## src/cs_one_pkg.sv

```systemverilog
// Purpose: Constants for the chip select 1 configuration and access timing block
// Assumes: 20 MHz clock, one 32-bit configuration register on a plain port
// Notes:   Lower half of the register belongs to another region and reads as zero here
package cs_one_pkg;
	localparam logic [7:0]  CFG_OFFSET       = 8'h00;
	localparam logic [31:0] CFG_RESET        = 32'h0000_0000;
	// Field positions within the configuration word
	localparam int          WAIT_LSB         = 16;
	localparam int          BUS_WIDTH_BIT    = 20;
	localparam int          WAVEFORM_LSB     = 22;
	localparam int          READ_RECOV_LSB   = 24;
	localparam int          REGION_EN_BIT    = 27;
	localparam int          WRITE_RECOV_LSB  = 28;
	localparam int          RELEASE_RECOV_BIT = 30;
	// Codes
	localparam logic [1:0]  RECOV_TWO        = 2'h0;
	localparam logic [1:0]  RECOV_ONE        = 2'h1;
	localparam logic [1:0]  WAVE_ROM_RAM     = 2'h0;
	localparam logic [3:0]  WAIT_EXT_BASE    = 4'h8;
	localparam logic [3:0]  WAIT_RSVD_HI     = 4'h9;
	localparam logic [3:0]  EXT_WAIT_STEP    = 4'h1;

	typedef enum logic [1:0] {
		ST_IDLE   = 2'h0,
		ST_STROBE = 2'h1,
		ST_WAIT   = 2'h3,
		ST_RECOV  = 2'h2
	} state_e;
endpackage

```

## src/cs_one_ctrl.sv

```systemverilog
// Purpose: Chip select 1 configuration register and external access sequencer
// Assumes: All inputs synchronous to clk; ext_wait high asks for more wait cycles
// Notes:   Configuration is sampled when an access is taken, except the recovery settings, read when it ends
//
// Added by the designer: the plain strobed port and the address map.
`timescale 1ns/1ps
module cs_one_ctrl (
	input  wire logic        clk,
	input  wire logic        arst_n,
	// Register port
	input  wire logic [7:0]  reg_addr,
	input  wire logic [31:0] reg_wdata,
	input  wire logic        reg_wr,
	input  wire logic        reg_rd,
	output logic      [31:0] reg_rdata,
	// Access request port
	input  wire logic        acc_req,
	input  wire logic        acc_write,
	input  wire logic [15:0] acc_wdata,
	output logic             acc_ready,
	output logic             acc_done,
	output logic             acc_refused,
	output logic      [15:0] acc_rdata,
	// External memory side
	output logic             chip_select_one_n,
	output logic             mem_rd_n,
	output logic             mem_wr_n,
	output logic             mem_bus_8bit,
	output logic      [15:0] mem_wdata,
	output logic             mem_wdata_oe,
	input  wire logic [15:0] mem_rdata,
	input  wire logic        ext_wait
);

	typedef struct packed {
		cs_one_pkg::state_e st;
		logic [3:0]         cnt;
		logic               ext_mode;
		logic               is_write;
		logic [1:0]         waveform;
		logic               bus_8bit;
		logic [3:0]         wait_code;
		logic               region_en;
		logic [1:0]         write_recov;
		logic [1:0]         read_recov;
		logic               release_recov;
		logic [31:0]        rdata;
		logic               ready;
		logic               done;
		logic               refused;
		logic [15:0]        acc_rdata;
		logic               cs_n;
		logic               rd_n;
		logic               wr_n;
		logic               bus8_out;
		logic [15:0]        wdata;
		logic               oe;
	} state_s;

	state_s s_q;
	state_s s_d;

	// Block overview
	//
	// Configuration word layout, upper half only:
	//   19:16  wait code
	//   20     bus width, 0 for 16-bit, 1 for 8-bit
	//   21     unused, reads zero
	//   23:22  output waveform, only the ROM/RAM code is legal
	//   25:24  read recovery code
	//   26     unused, reads zero
	//   27     region enable
	//   29:28  write recovery code
	//   30     release recovery cycle
	//   31     unused, reads zero
	// Bits 15:0 belong to another region and read zero from this block.
	//
	// Register port behaviour:
	//   A write lands at the edge that samples the strobe.
	//   A read answers in the next cycle only; otherwise read data is zero.
	//   Other offsets are ignored on write and read back as zero.
	//   A write and an access taken at the same edge see the old settings.
	//
	// Access walk, enabled region, W automatic waits:
	//   Edge 0: request taken while ready is high.
	//   Cycle 1: chip select and the strobe go low, ready goes low.
	//   Cycles 2 to W+1: strobe held while the wait count runs down.
	//   Last strobe cycle: read data captured from the memory bus.
	//   Next cycle: chip select and strobes high, done pulses.
	//   Then recovery, or ready high at once when no recovery is due.
	//
	// Disabled region:
	//   Done and refused pulse together one cycle after the request.
	//   Chip select never moves and ready stays high.
	//
	// Wait codes:
	//   0 to 7 give that many automatic waits.
	//   8 and 9 are reserved and run with no waits at all.
	//   10 to 15 give code minus 8 minimum waits, then external extension.
	//
	// External extension:
	//   Once the minimum count has run out the wait input is sampled.
	//   Each high sample adds two cycles, then the input is looked at again.
	//   A memory that holds the input high forever holds the bus forever;
	//   the block has no watchdog of its own.
	//
	// Recovery:
	//   Read or write code 00 gives two cycles, 01 one, anything else none.
	//   The release bit adds one more cycle on top.
	//   Chip select stays high for the whole recovery time.
	//   A request offered during recovery is dropped, not queued.
	//
	// Settings captured at acceptance:
	//   Wait count, external mode, bus width and the write data.
	//   Recovery codes are read when the access ends, so a write to the
	//   register during an access changes the recovery of that access.
	//
	// Bus width:
	//   In 8-bit mode only the low byte is driven; the high byte is zero.
	//   Read data in 8-bit mode comes from the low byte with zero above.
	//
	// Write data drive:
	//   The drive enable is high only while a write holds the bus.
	//   It falls with chip select so the memory can turn the bus around.
	//
	// Reset:
	//   All strobes inactive, drive enable low, ready high.
	//   Configuration cleared, so the region starts disabled.
	//   The first request may come at the first edge after release.
	//
	// Hazards:
	//   Reserved wait codes are not refused; software must avoid them.
	//   The waveform field is stored and read back but does not act.
	//   No interrupt and no error flag; the refused pulse is the only sign.
	//
	// Structure:
	//   All state lives in one packed struct.
	//   One combinational process builds the next copy.
	//   One clocked process registers it, so every output is a flip-flop.
	//
	// Counter width:
	//   Four bits cover seven waits and three recovery cycles.
	//   The external step reloads one so each sample costs two cycles.
	//
	// Timing of outputs:
	//   Done, refused and read data change only at clock edges.
	//   Read data from an access holds until the next read access ends.

	// Recovery code to cycle count
	function automatic logic [3:0] recov_cycles(input logic [1:0] code);
		case (code)
			cs_one_pkg::RECOV_TWO: recov_cycles = 4'h2;
			cs_one_pkg::RECOV_ONE: recov_cycles = 4'h1;
			default:               recov_cycles = 4'h0;
		endcase
	endfunction

	// Wait code to minimum wait count
	function automatic logic [3:0] min_waits(input logic [3:0] code);
		if (code < cs_one_pkg::WAIT_EXT_BASE) begin
			min_waits = code;
		end else if (code <= cs_one_pkg::WAIT_RSVD_HI) begin
			min_waits = 4'h0;
		end else begin
			min_waits = code - cs_one_pkg::WAIT_EXT_BASE;
		end
	endfunction

	// Register image with unused bits at zero
	function automatic logic [31:0] cfg_word(input state_s s);
		logic [31:0] w;
		w = 32'h0000_0000;
		w[cs_one_pkg::WAIT_LSB +: 4]         = s.wait_code;
		w[cs_one_pkg::BUS_WIDTH_BIT]         = s.bus_8bit;
		w[cs_one_pkg::WAVEFORM_LSB +: 2]     = s.waveform;
		w[cs_one_pkg::READ_RECOV_LSB +: 2]   = s.read_recov;
		w[cs_one_pkg::REGION_EN_BIT]         = s.region_en;
		w[cs_one_pkg::WRITE_RECOV_LSB +: 2]  = s.write_recov;
		w[cs_one_pkg::RELEASE_RECOV_BIT]     = s.release_recov;
		cfg_word = w;
	endfunction

	// Next state
	always_comb begin
		logic [3:0] total;
		total = 4'h0;
		s_d = s_q;
		s_d.done = 1'b0;
		s_d.refused = 1'b0;
		s_d.rdata = 32'h0000_0000;

		// Register write and read
		if (reg_wr && reg_addr == cs_one_pkg::CFG_OFFSET) begin
			s_d.wait_code     = reg_wdata[cs_one_pkg::WAIT_LSB +: 4];
			s_d.bus_8bit      = reg_wdata[cs_one_pkg::BUS_WIDTH_BIT];
			s_d.waveform      = reg_wdata[cs_one_pkg::WAVEFORM_LSB +: 2];
			s_d.read_recov    = reg_wdata[cs_one_pkg::READ_RECOV_LSB +: 2];
			s_d.region_en     = reg_wdata[cs_one_pkg::REGION_EN_BIT];
			s_d.write_recov   = reg_wdata[cs_one_pkg::WRITE_RECOV_LSB +: 2];
			s_d.release_recov = reg_wdata[cs_one_pkg::RELEASE_RECOV_BIT];
		end
		if (reg_rd && reg_addr == cs_one_pkg::CFG_OFFSET) begin
			s_d.rdata = cfg_word(s_q);
		end

		// Access sequencer
		case (s_q.st)
			cs_one_pkg::ST_IDLE: begin
				if (acc_req && s_q.ready) begin
					if (!s_q.region_en) begin
						s_d.refused = 1'b1;
						s_d.done = 1'b1;
					end else begin
						s_d.st       = cs_one_pkg::ST_STROBE;
						s_d.ready    = 1'b0;
						s_d.is_write = acc_write;
						s_d.cnt      = min_waits(s_q.wait_code);
						s_d.ext_mode = s_q.wait_code > cs_one_pkg::WAIT_RSVD_HI;
						s_d.cs_n     = 1'b0;
						s_d.rd_n     = acc_write;
						s_d.wr_n     = !acc_write;
						s_d.bus8_out = s_q.bus_8bit;
						s_d.wdata    = s_q.bus_8bit ? {8'h00, acc_wdata[7:0]} : acc_wdata;
						s_d.oe       = acc_write;
					end
				end
			end
			cs_one_pkg::ST_STROBE, cs_one_pkg::ST_WAIT: begin
				if (s_q.cnt != 4'h0) begin
					s_d.cnt = s_q.cnt - 4'h1;
					s_d.st = cs_one_pkg::ST_WAIT;
				end else if (s_q.ext_mode && ext_wait) begin
					s_d.cnt = cs_one_pkg::EXT_WAIT_STEP;
					s_d.st = cs_one_pkg::ST_WAIT;
				end else begin
					s_d.cs_n = 1'b1;
					s_d.rd_n = 1'b1;
					s_d.wr_n = 1'b1;
					s_d.oe   = 1'b0;
					s_d.done = 1'b1;
					if (!s_q.is_write) begin
						s_d.acc_rdata = s_q.bus8_out ? {8'h00, mem_rdata[7:0]} : mem_rdata;
					end
					total = s_q.is_write ? recov_cycles(s_q.write_recov)
					                     : recov_cycles(s_q.read_recov);
					total = total + {3'h0, s_q.release_recov};
					if (total == 4'h0) begin
						s_d.st = cs_one_pkg::ST_IDLE;
						s_d.ready = 1'b1;
					end else begin
						s_d.st = cs_one_pkg::ST_RECOV;
						s_d.cnt = total;
					end
				end
			end
			cs_one_pkg::ST_RECOV: begin
				// Chip select stays high until the count runs out
				if (s_q.cnt <= 4'h1) begin
					s_d.st = cs_one_pkg::ST_IDLE;
					s_d.ready = 1'b1;
					s_d.cnt = 4'h0;
				end else begin
					s_d.cnt = s_q.cnt - 4'h1;
				end
			end
			default: begin
				s_d.st = cs_one_pkg::ST_IDLE;
				s_d.ready = 1'b1;
				s_d.cs_n = 1'b1;
				s_d.rd_n = 1'b1;
				s_d.wr_n = 1'b1;
				s_d.oe = 1'b0;
			end
		endcase
	end

	// State register
	always_ff @(posedge clk or negedge arst_n) begin
		if (!arst_n) begin
			s_q <= '{st: cs_one_pkg::ST_IDLE, cnt: 4'h0, ext_mode: 1'b0, is_write: 1'b0,
			         waveform: cs_one_pkg::WAVE_ROM_RAM, bus_8bit: 1'b0, wait_code: 4'h0,
			         region_en: 1'b0, write_recov: 2'h0, read_recov: 2'h0,
			         release_recov: 1'b0, rdata: cs_one_pkg::CFG_RESET, ready: 1'b1,
			         done: 1'b0, refused: 1'b0, acc_rdata: 16'h0000, cs_n: 1'b1,
			         rd_n: 1'b1, wr_n: 1'b1, bus8_out: 1'b0, wdata: 16'h0000, oe: 1'b0};
		end else begin
			s_q <= s_d;
		end
	end

	// Outputs straight from the state register
	assign reg_rdata         = s_q.rdata;
	assign acc_ready         = s_q.ready;
	assign acc_done          = s_q.done;
	assign acc_refused       = s_q.refused;
	assign acc_rdata         = s_q.acc_rdata;
	assign chip_select_one_n = s_q.cs_n;
	assign mem_rd_n          = s_q.rd_n;
	assign mem_wr_n          = s_q.wr_n;
	assign mem_bus_8bit      = s_q.bus8_out;
	assign mem_wdata         = s_q.wdata;
	assign mem_wdata_oe      = s_q.oe;

endmodule

```

## config.mk

```make
export PLATFORM = sky130hd
export DESIGN_NAME = cs_one_ctrl
export DESIGN_NICKNAME = d
export VERILOG_FILES = /design/src/cs_one_pkg.sv /design/src/cs_one_ctrl.sv
export SDC_FILE = /design/constraint.sdc
export NUM_CORES = 1
export LEC_CHECK = 0
export ABC_AREA = 1
export BUFFER_PORTS_ARGS = -buffer_cell sky130_fd_sc_hd__buf_2
export CAP_MARGIN = 20
export CORE_AREA = 2 2 87 89
export DETAILED_ROUTE_END_ITERATION = 10
export DIE_AREA = 0 0 89 91
export GPL_TIMING_DRIVEN = 0
export HOLD_SLACK_MARGIN = 0.03
export PLACE_DENSITY = 0.9
export SYNTH_ARGS = -nofsm -noshare
export SYNTH_HDL_FRONTEND = slang
export SYNTH_SLANG_ARGS = --single-unit
export TNS_END_PERCENT = 100
```

## constraint.sdc

```tcl
create_clock -name clk -period 4.1 [get_ports clk]
set_clock_uncertainty 0.1 [all_clocks]
set_input_delay 0.82 -clock clk [delete_from_list [all_inputs] [get_ports clk]]
set_output_delay 0.82 -clock clk [all_outputs]
set_load 0.05 [all_outputs]
```

# Yosys cells after proc, flatten, opt, wreduce, memory -nomap -nowiden
# Index checks and enable logic that the tools add are counted.
dict set report classes {
  n_addsub 3
  order_cmp 4
  n_eq_ne 12
  mux 41
  bitwise 3
  n_reduce_logical 19
}
# cell count
set op_table {}
lappend op_table {{$mux 4} 11}
lappend op_table {{$mux 21} 2}
lappend op_table {{$mux 16} 2}
lappend op_table {{$mux 31} 1}
lappend op_table {{$pmux 6 s3} 1}
lappend op_table {{$mux 8} 2}
lappend op_table {{$mux 6} 2}
lappend op_table {{$ne 2x2->1 const B} 6}
lappend op_table {{$mux 2} 5}
lappend op_table {{$mux 3} 3}
lappend op_table {{$reduce_and 3->1} 3}
lappend op_table {{$logic_not 8->1} 1}
lappend op_table {{$pmux 2 s2} 2}
lappend op_table {{$eq 2x1->1 const B} 3}
lappend op_table {{$logic_not 2->1} 3}
lappend op_table {{$mux 1} 6}
lappend op_table {{$pmux 3 s2} 1}
lappend op_table {{$reduce_and 6->1} 1}
lappend op_table {{$reduce_and 5->1} 1}
lappend op_table {{$add 4x1->4} 1}
lappend op_table {{$eq 2x2->1 const B} 2}
lappend op_table {{$gt 4x4->1 const B} 1}
lappend op_table {{$le 4x1->1 const B} 1}
lappend op_table {{$le 4x4->1 const B} 1}
lappend op_table {{14 further kinds} 20}
dict set report totals {
  regBits 93
  inputBits 79
  out_inout_bits 72
  word_cells 104
}

# Longest topological paths before layout
# Gate-level depths: netlist of the first run.
dict set report depth {
  word_depth 12
  mapped_depth 12
  depth_no_buf 12
}

# Worst setup path before layout of the first run
# Ideal clock, no wire load.
dict set report synth_timing {
  path_kind {input to register}
  start {input ext_wait}
  end {register s_q (netlist bit acc_rdata[12])}
  setup_ns 0.117
  t_arrival_ns 1.519
  required_time_ns 3.883
  path_slack_ns 2.363
  stages 7
  path_buffers 1
  path_cell_list {nand2_1 nand2_2 nor2_8 nand2_4 buf_6 nand2_1 o21ai_2}
}
dict set report synth_via {
  elab_chain_cells 3
}
# item line
set synth_rtl {}
lappend synth_rtl {{start, declared} cs_one_ctrl.sv:32} ;# input wire logic ext_wait
lappend synth_rtl {{$logic_and 1x1->1} cs_one_ctrl.sv:232} ;# end else if (s_q.ext_mode && ext_wait) begin
lappend synth_rtl {{$not 1->1 (no source line)} n/a}
lappend synth_rtl {{$reduce_and 4->1 (no source line)} n/a}
lappend synth_rtl {{end signal, assigned} cs_one_ctrl.sv:280} ;# s_q <= '{st: cs_one_pkg::ST_IDLE, cnt: 4'h0, ext_mode: 1'b0, is_write: 1'b0,
lappend synth_rtl {{end, declared} cs_one_ctrl.sv:60} ;# state_s s_q;
# Every way passes these cells.
# A chain may end at the register's enable or synchronous reset.

# Worst setup path after layout of the first run
dict set report layout_timing {
  start {register s_q (netlist bit acc_ready)}
  end {output acc_ready}
}
# item line
set layout_lines {}
lappend layout_lines {{end, declared} cs_one_ctrl.sv:20} ;# output logic acc_ready,
# No word-level cell between the ends.

==> results of run 1 <==
-- cells by family after synthesis --
logic type,share of synthesized area
and+or+nand+nor,0.2176
AOI/OAI and AO/OA,0.07163
xor gates and xnor gates,0.002411
adders and majority gates,0.01377
buffers and inverters,0.1825
other,0.001032
DFF,0.5110
-- state kept, by name, indices dropped and copies added, names as in the netlist --
signal             count
mem_rd_n               1
mem_wr_n               1
acc_refused            1
chip_select_one_n      1
acc_done               1
acc_rdata             16
mem_wdata_oe           1
reg_rdata             13
s_q                   21
acc_ready              1
mem_wdata             16
mem_bus_8bit           1
-- cell usage after synthesis --
| master | n | area [um^2] |
|---|---|---|
| sky130_fd_sc_hd__nand3_1 | 10 | 50.05 |
| sky130_fd_sc_hd__inv_1 | 28 | 105.1 |
| sky130_fd_sc_hd__o21ai_0 | 15 | 75.07 |
| sky130_fd_sc_hd__nand4_2 | 1 | 12.51 |
| sky130_fd_sc_hd__nand2_2 | 4 | 25.02 |
| sky130_fd_sc_hd__buf_4 | 64 | 480.5 |
| sky130_fd_sc_hd__a21oi_1 | 18 | 90.09 |
| sky130_fd_sc_hd__buf_6 | 3 | 33.78 |
| sky130_fd_sc_hd__a21boi_0 | 1 | 7.510 |
| sky130_fd_sc_hd__ha_1 | 4 | 50.05 |
| sky130_fd_sc_hd__clkbuf_1 | 3 | 11.26 |
| sky130_fd_sc_hd__conb_1 | 1 | 3.750 |
| sky130_fd_sc_hd__xnor2_1 | 1 | 8.760 |
| sky130_fd_sc_hd__dfstp_2 | 4 | 105.1 |
| sky130_fd_sc_hd__nand2_1 | 119 | 446.7 |
| sky130_fd_sc_hd__nor2_4 | 1 | 11.26 |
| sky130_fd_sc_hd__o21ai_2 | 8 | 70.07 |
| sky130_fd_sc_hd__nand2_4 | 2 | 22.52 |
| sky130_fd_sc_hd__dfrtp_1 | 70 | 1752 |
| sky130_fd_sc_hd__inv_2 | 2 | 7.510 |
| sky130_fd_sc_hd__buf_2 | 5 | 25.02 |
| sky130_fd_sc_hd__o32ai_1 | 2 | 17.52 |
| sky130_fd_sc_hd__nor2_8 | 2 | 40.04 |
| sky130_fd_sc_hd__nor2_1 | 47 | 176.4 |
| sky130_fd_sc_hd__nand4_1 | 1 | 6.260 |
-- power by group through the flow --
stage | Clock [mW] | Sequential [mW] | Combinational [mW]
global route | 0.691 | 1.04 | 1.48
detailed placement | 0 | 1.04 | 1.38
finish | 0.655 | 1.03 | 1.38
floorplan | 0 | 1.11 | 1.01
CTS | 0.665 | 1.03 | 1.38
global placement | 0 | 1.03 | 1.34
-- per-stage QoR --
stage	hold slack (ps)	power, mW	cells	instance area (um^2)	util
after global routing	404.2	3.219	661	4624	0.6480
after floorplan	350.0	2.120	434	3701	-
final	369.1	3.058	661	4624	0.6480
after global placement	353.9	2.368	645	4385	0.6145
after detailed placement	361.7	2.415	645	4388	0.6148
after CTS	373.5	3.071	661	4624	0.6480
-- path summary, 6_finish.rpt --
| check | startpoint | end | slack, ps | cells past startpoint |
|---|---|---|---|---|
| worst max register to register | s_q[85]$_DFFE_PN0P_ | s_q[87]$_DFFE_PN0P_ | 2130 | 12 |
| worst min register to register | mem_rd_n$_DFFE_PN1P_ | mem_rd_n$_DFFE_PN1P_ | 370 | 2 |
| min in group asynchronous | arst_n | s_q[72]$_DFFE_PN0P_ | 480 | 1 |
| max in group asynchronous | arst_n | s_q[89]$_DFFE_PN0P_ | 2800 | 1 |
| worst min-delay path | mem_rd_n$_DFFE_PN1P_ | mem_rd_n$_DFFE_PN1P_ | 370 | 2 |
| worst max-delay path | acc_ready$_DFFE_PN1P_ | acc_ready | 1980 | 1 |
-- area by class of cell --
type / count / area (um^2)
inverter: 30 / 112.6
timing repair buffer: 112 / 563.0
sequential: 74 / 1857
clock inverter: 5 / 85.08
fill: 640 / 2512
tap: 99 / 123.9
multi-input combinational: 255 / 1181
clock buffer: 11 / 151.4
buffer: 75 / 550.5
-- routing by layer --
metal | share of wire | wire [um]
met4 | 0.014 | 109
met3 | 0.052 | 418
met5 | 0 | 0
met2 | 0.52 | 4187
met1 | 0.41 | 3287
==> metrics.log, run 1 <==
[metrics] outcome: finished, final reports clean
[metrics] cells resized by post-CTS repair: 0
[metrics] number of buffer cells added on primary ports: 112
[metrics] latest clock arrival within the worst-skew pair: 350 ps
[metrics] M1 GR Usage: 0.2507
[metrics] Die Span Y: 91 um
[metrics] detailed placer's ending HPWL: 6006 um
[metrics] # hold bufs at CTS: 0
[metrics] pwr/cell area: 661.3 mW/mm^2
[metrics] fraction of power consumed by the clock network: 0.214
[metrics] deepest clock path buffer count: 2
[metrics] RSZ-0062 raised after global routing: no
[metrics] count of nets after finishing: 640
[metrics] effective utilization at floorplan: 0.5091
[metrics] average wire length per cell after detail routing: 12.11 um
[metrics] number of H-tree branching levels: 3
[metrics] Avg Cell Area, Syn: 8.734 um^2
[metrics] met3 layer usage reported by global route: 0.02909
[metrics] vias per std cell: 4.540
[metrics] number of standard cells after synthesis: 416
[metrics] number of CTS-inserted buffers: 9
[metrics] number of iterations in the first detailed-routing pass: 4
[metrics] Top Usage Layer GRT: met2
[metrics] data required time at the worst endpoint: 3180 ps
[metrics] largest fanout on the critical path: 5
[metrics] number of antenna violations at the first check in global routing: 0
[metrics] number of hold violations in the final report: 0
[metrics] overall routed net length: 8003 um
[metrics] flop and latch count out of synthesis: 74
[metrics] diodes inserted: 0
[metrics] Core Box Area: 0.007137 mm^2
[metrics] longest individual stage delay on the worst path: 580 ps
[metrics] aggregate global-route resource usage: 0.2039
[metrics] gpl congestion: 0.8093
[metrics] critical-path cell list: buf_2
[metrics] slew of the pin with the lowest slew margin: 910.0 ps
[metrics] most common library cell in the layout ignoring fill and taps: sky130_fd_sc_hd__nand2_1
[metrics] Vias: 3001
[metrics] global-route wire length before repair: 12990 um
[metrics] Crit path arrival time: 1200 ps
[metrics] sequential power share: 0.335
[metrics] sort of element at the start of the critical path: register
[metrics] clock sinks: 74
[metrics] final worst-path cycle share: 0.5170
[metrics] remaining routing DRC violations: 0
[metrics] number of library cell types mapped by synthesis: 25
[metrics] Sw Pwr: 1.339 mW
[metrics] setup violation total in the final timing report: 0
[metrics] internal power contribution: 1.719 mW
[metrics] commonest cells after routing, fill and taps aside: sky130_fd_sc_hd__nand2_1, sky130_fd_sc_hd__buf_2, sky130_fd_sc_hd__dfrtp_1
[metrics] worst path setup slack after routing: 1980 ps
[metrics] Min-Delay Path Class: reg2reg
[metrics] time the worst path needs with I/O delays and setup: 2120 ps
[metrics] Net Sw Frac: 0.4379
[metrics] Synth-to-Final Area Change: 27.27%
[metrics] die area: 0.008099 mm^2
[metrics] standard cell with the maximum stage delay on the critical path: sky130_fd_sc_hd__dfstp_2
[metrics] combinational cell fraction of total power: 0.450
[metrics] number of max-capacitance violations reported: 0
[metrics] Synthesis Warnings: 0
[metrics] cell class contributing the biggest share of worst-path delay: flip-flops
[metrics] fmax: 0.4717 GHz
[metrics] setup TNS: 0 ps
[metrics] clock tree from TritonCTS: done
[metrics] met2 GRT Util: 0.3539
[metrics] share of cells above drive strength 1: 0.3986
[metrics] max-slew headroom at the worst pin: 0.3933
[metrics] number of rows created at floorplan: 31
[metrics] pin count of the biggest net entering global routing: 75
[metrics] Max VDD drop: 0.3904 mV
[metrics] GRT Residual Overflow: 0
[metrics] share of the yosys chip area belonging to registers: 0.5110
[metrics] post-CTS setup buffer count: 0
[metrics] number of top-level pins: 151
[metrics] leakage power figure: 2.768 nW
[metrics] First DRT Iteration DRCs: 127
[metrics] post-synthesis instance area: 0.003633 mm^2
[metrics] Routed Antenna Nets: 0
[metrics] number of buffer and inverter instances along the worst setup path: 1
[metrics] clock root buffer: sky130_fd_sc_hd__clkbuf_8
[metrics] pre-CTS worst setup slack: 2088 ps
[metrics] final count of pins violating max slew: 0
[metrics] die width: 89 um
[metrics] WS Path Type: reg2out
[metrics] clock transition at the registers of the reported paths: 80 ps
[metrics] number of global-route vias before repair: 2954
[metrics] CP Capture Type: output port
Power figures use the tool's default switching activity.
==> run 2, diff against run 1 <==
--- a/config.mk
+++ b/config.mk
@@ -8,12 +8,12 @@
 export ABC_AREA = 1
 export BUFFER_PORTS_ARGS = -buffer_cell sky130_fd_sc_hd__buf_2
 export CAP_MARGIN = 20
-export CORE_AREA = 2 2 87 89
+export CORE_AREA = 2 2 91 93
 export DETAILED_ROUTE_END_ITERATION = 10
-export DIE_AREA = 0 0 89 91
+export DIE_AREA = 0 0 93 95
 export GPL_TIMING_DRIVEN = 0
 export HOLD_SLACK_MARGIN = 0.03
-export PLACE_DENSITY = 0.9
+export PLACE_DENSITY = 0.84
 export SYNTH_ARGS = -nofsm -noshare
 export SYNTH_HDL_FRONTEND = slang
 export SYNTH_SLANG_ARGS = --single-unit
==> constraint.sdc (replaced) <==
create_clock -name clk -period 2.2 [get_ports clk]
set_clock_uncertainty 0.1 [all_clocks]
set_input_delay 0.44 -clock clk [delete_from_list [all_inputs] [get_ports clk]]
set_output_delay 0.44 -clock clk [all_outputs]
set_load 0.05 [all_outputs]
==> run 2 against run 1 <==
Final area shrank 0.92%. Highest routed layer is now met5. Clock power rose by 52%. Critical path depth up 10. Global-route usage fell by 2.3 points. First-iteration DRC count is 24% lower. Non-clock buffer count is the same. Worst setup slack got worse by 1800 ps. Worst hold slack worse by 250 ps.
==> metrics.log, run 2 (synthesized netlist as in run 1, its figures left out) <==
[metrics] outcome: finished, final reports clean (unchanged)
[metrics] gpl congestion: 0.9175 (was 0.8093)
[metrics] die width: 93 um (was 89 um)
[metrics] number of hold violations in the final report: 0 (unchanged)
[metrics] max-slew headroom at the worst pin: 0.4133 (was 0.3933)
[metrics] average wire length per cell after detail routing: 11.48 um (was 12.11 um)
[metrics] slew of the pin with the lowest slew margin: 880.0 ps (was 910.0 ps)
[metrics] data required time at the worst endpoint: 2380 ps (was 3180 ps)
[metrics] Final Instance Count excl. Fillers: 667 (was 661)
[metrics] setup TNS: 0 ps (unchanged)
[metrics] pwr/cell area: 1189 mW/mm^2 (was 661.3 mW/mm^2)
[metrics] sort of element at the start of the critical path: register (unchanged)
[metrics] critical-path cell list: inv_1 > o32ai_1 > ha_1 > ha_1 > nor2_1 > nand2_1 > inv_1 > nand2_1 > nand2_1 > nand2_1 > nand3_1 (was buf_2)
[metrics] First DRT Iteration DRCs: 96 (was 127)
[metrics] overall routed net length: 7660 um (was 8003 um)
[metrics] detailed placer's ending HPWL: 5882 um (was 6006 um)
[metrics] worst slack on hold paths: 120.3 ps (was 369.1 ps)
[metrics] latest clock arrival within the worst-skew pair: 340 ps (was 350 ps)
[metrics] final worst-path cycle share: 0.9170
[metrics] placed insts: 651 (was 645)
[metrics] die area: 0.008835 mm^2 (was 0.008099 mm^2)
[metrics] multi-input combinational cell area: 0.001181 mm^2 (unchanged)
[metrics] leakage power figure: 2.751 nW (was 2.768 nW)
[metrics] critical path's most frequent cell: sky130_fd_sc_hd__nand2_1
[metrics] commonest cells after routing, fill and taps aside: sky130_fd_sc_hd__nand2_1, sky130_fd_sc_hd__buf_2, sky130_fd_sc_hd__dfrtp_1 (unchanged)
[metrics] diodes inserted: 0 (unchanged)
[metrics] area used by sequential logic in the layout: 0.001857 mm^2 (unchanged)
[metrics] effective utilization at floorplan: 0.4583 (was 0.5091)
[metrics] setup violation total in the final timing report: 0 (unchanged)
[metrics] number of cells traversed by the worst register-to-register path: 11 (was 12)
[metrics] Die Span Y: 95 um (was 91 um)
[metrics] utilization after layout: 0.5780 (was 0.6480)
[metrics] number of rows created at floorplan: 33 (was 31)
[metrics] CP Capture Type: register (was output port)
[metrics] longest individual stage delay on the worst path: 370 ps (was 580 ps)
[metrics] cell class contributing the biggest share of worst-path delay: simple AND/OR/NAND/NOR gates (was flip-flops)
[metrics] clock sinks: 74 (unchanged)
[metrics] RSZ-0062 raised after global routing: no (unchanged)
[metrics] Max VDD drop: 0.3503 mV (was 0.3904 mV)
[metrics] # hold bufs at CTS: 0 (unchanged)
[metrics] number of antenna violations at the first check in global routing: 2 (was 0)
[metrics] largest fanout on the critical path: 4 (was 5)
[metrics] number of buffer cells added on primary ports: 112 (unchanged)
[metrics] total cell area at the placement stage: 0.004395 mm^2 (was 0.004388 mm^2)
[metrics] vias per std cell: 4.402 (was 4.540)
[metrics] aggregate global-route resource usage: 0.1809 (was 0.2039)
[metrics] Core Box Area: 0.007928 mm^2 (was 0.007137 mm^2)
[metrics] share of cells above drive strength 1: 0.3986 (unchanged)
[metrics] final count of pins violating max slew: 0 (unchanged)
[metrics] Crit path arrival time: 2200 ps (was 1200 ps)
[metrics] register bank with the most flops: s_q (unchanged)
[metrics] number of iterations in the first detailed-routing pass: 4 (unchanged)
[metrics] number of top-level pins: 151 (unchanged)
[metrics] Critical Path Stages: 11 (was 1)
[metrics] global-route wire length before repair: 12420 um (was 12990 um)
[metrics] number of max-capacitance violations reported: 0 (unchanged)
[metrics] remaining routing DRC violations: 0 (unchanged)
[metrics] Largest register FFs: 21 (unchanged)
[metrics] Vias: 2936 (was 3001)
[metrics] fmax: 0.4957 GHz
[metrics] number of global-route vias before repair: 2874 (was 2954)
[metrics] clock root buffer: sky130_fd_sc_hd__clkbuf_8 (unchanged)
[metrics] Min-Delay Path Class: in2async (was reg2reg)
[metrics] clock transition at the registers of the reported paths: 80 ps (about the same)
[metrics] number of buffer and inverter instances along the worst setup path: 2 (was 1)
[metrics] number of CTS-inserted buffers: 9 (unchanged)
[metrics] clock tree from TritonCTS: done (unchanged)
[metrics] GRT Residual Overflow: 0 (unchanged)
[metrics] pin count of the biggest net entering global routing: 75 (unchanged)
[metrics] count of nets after finishing: 640 (unchanged)
[metrics] time the worst path needs with I/O delays and setup: 2017 ps
[metrics] most common library cell in the layout ignoring fill and taps: sky130_fd_sc_hd__nand2_1 (unchanged)
[metrics] standard cell with the maximum stage delay on the critical path: sky130_fd_sc_hd__dfrtp_1 (was sky130_fd_sc_hd__dfstp_2)
[metrics] deepest clock path buffer count: 2 (unchanged)
[metrics] Routed Antenna Nets: 0 (unchanged)
[metrics] number of H-tree branching levels: 3 (unchanged)
[metrics] cell area after layout: 0.004582 mm^2 (was 0.004624 mm^2)
[metrics] Synth-to-Final Area Change: 26.10% (was 27.27%)
[metrics] WS Path Type: reg2reg (was reg2out)
[metrics] Filler Cells Inserted: 695 (was 640)
run 2: metal layers:
metal | track usage | vias up | share of wire
li1 | - | 1486 | -
met1 | 0.2006 | 1336 | 0.40
met2 | 0.3243 | 96 | 0.51
met3 | 0.05986 | 14 | 0.068
met4 | 0.06618 | 4 | 0.011
met5 | 0 | - | 0.0035
run 2: worst reg2reg max path: cells and delay by family, from the launching register on:
kind                     cells  cell delay [ps]
adder cells (fa/ha/maj)      2              470
buffers and inverters        2              130
AND/OR/NAND/NOR              6              540
flip-flops                   1              370
AO/OA/AOI/OAI                1              340
run 2: path summary, 6_finish.rpt:
path | from | endpoint | slack [ps]
worst max-delay path | s_q[75]$_DFFE_PN0P_ | s_q[89]$_DFFE_PN0P_ | 180
worst min-delay path | arst_n | acc_rdata[13]$_DFFE_PN0P_ | 120
worst max register to register | s_q[75]$_DFFE_PN0P_ | s_q[89]$_DFFE_PN0P_ | 180
worst min register to register | mem_wr_n$_DFFE_PN1P_ | mem_wr_n$_DFFE_PN1P_ | 380
max in group asynchronous | arst_n | s_q[90]$_DFFE_PN0P_ | 1310
min in group clk | acc_wdata[0] | mem_wdata[0]$_DFFE_PN0P_ | 200
run 2: final cells by class:
class                           instances  area share
Sequential cell                        74      0.4052
Multi-Input combinational cell        255      0.2578
Timing Repair Buffer                  112      0.1229
Buffer                                 75      0.1202
Tap cell                              105     0.02867
Clock buffer                           10     0.02785
Inverter                               30     0.02458
Clock inverter                          6     0.01283
run 2: what timing repair did:
item,4_1_cts,5_1_grt
buffers inserted,0,0
gates resized for setup,0,1
setup endpoints to repair,0,4
run 2: per-stage QoR:
step	power [mW]	setup slack (ps)
2_1_floorplan	3.950	508.0
3_3_place_gp	4.405	211.4
3_5_place_dp	4.477	164.6
4_1_cts	5.495	133.5
5_1_grt	5.806	49.20
6_report	5.448	182.5
run 2: report_power, final:
part,internal (mW),switching [mW]
logic,0.804,1.75
clock network,0.518,0.480
registers,1.70,0.204
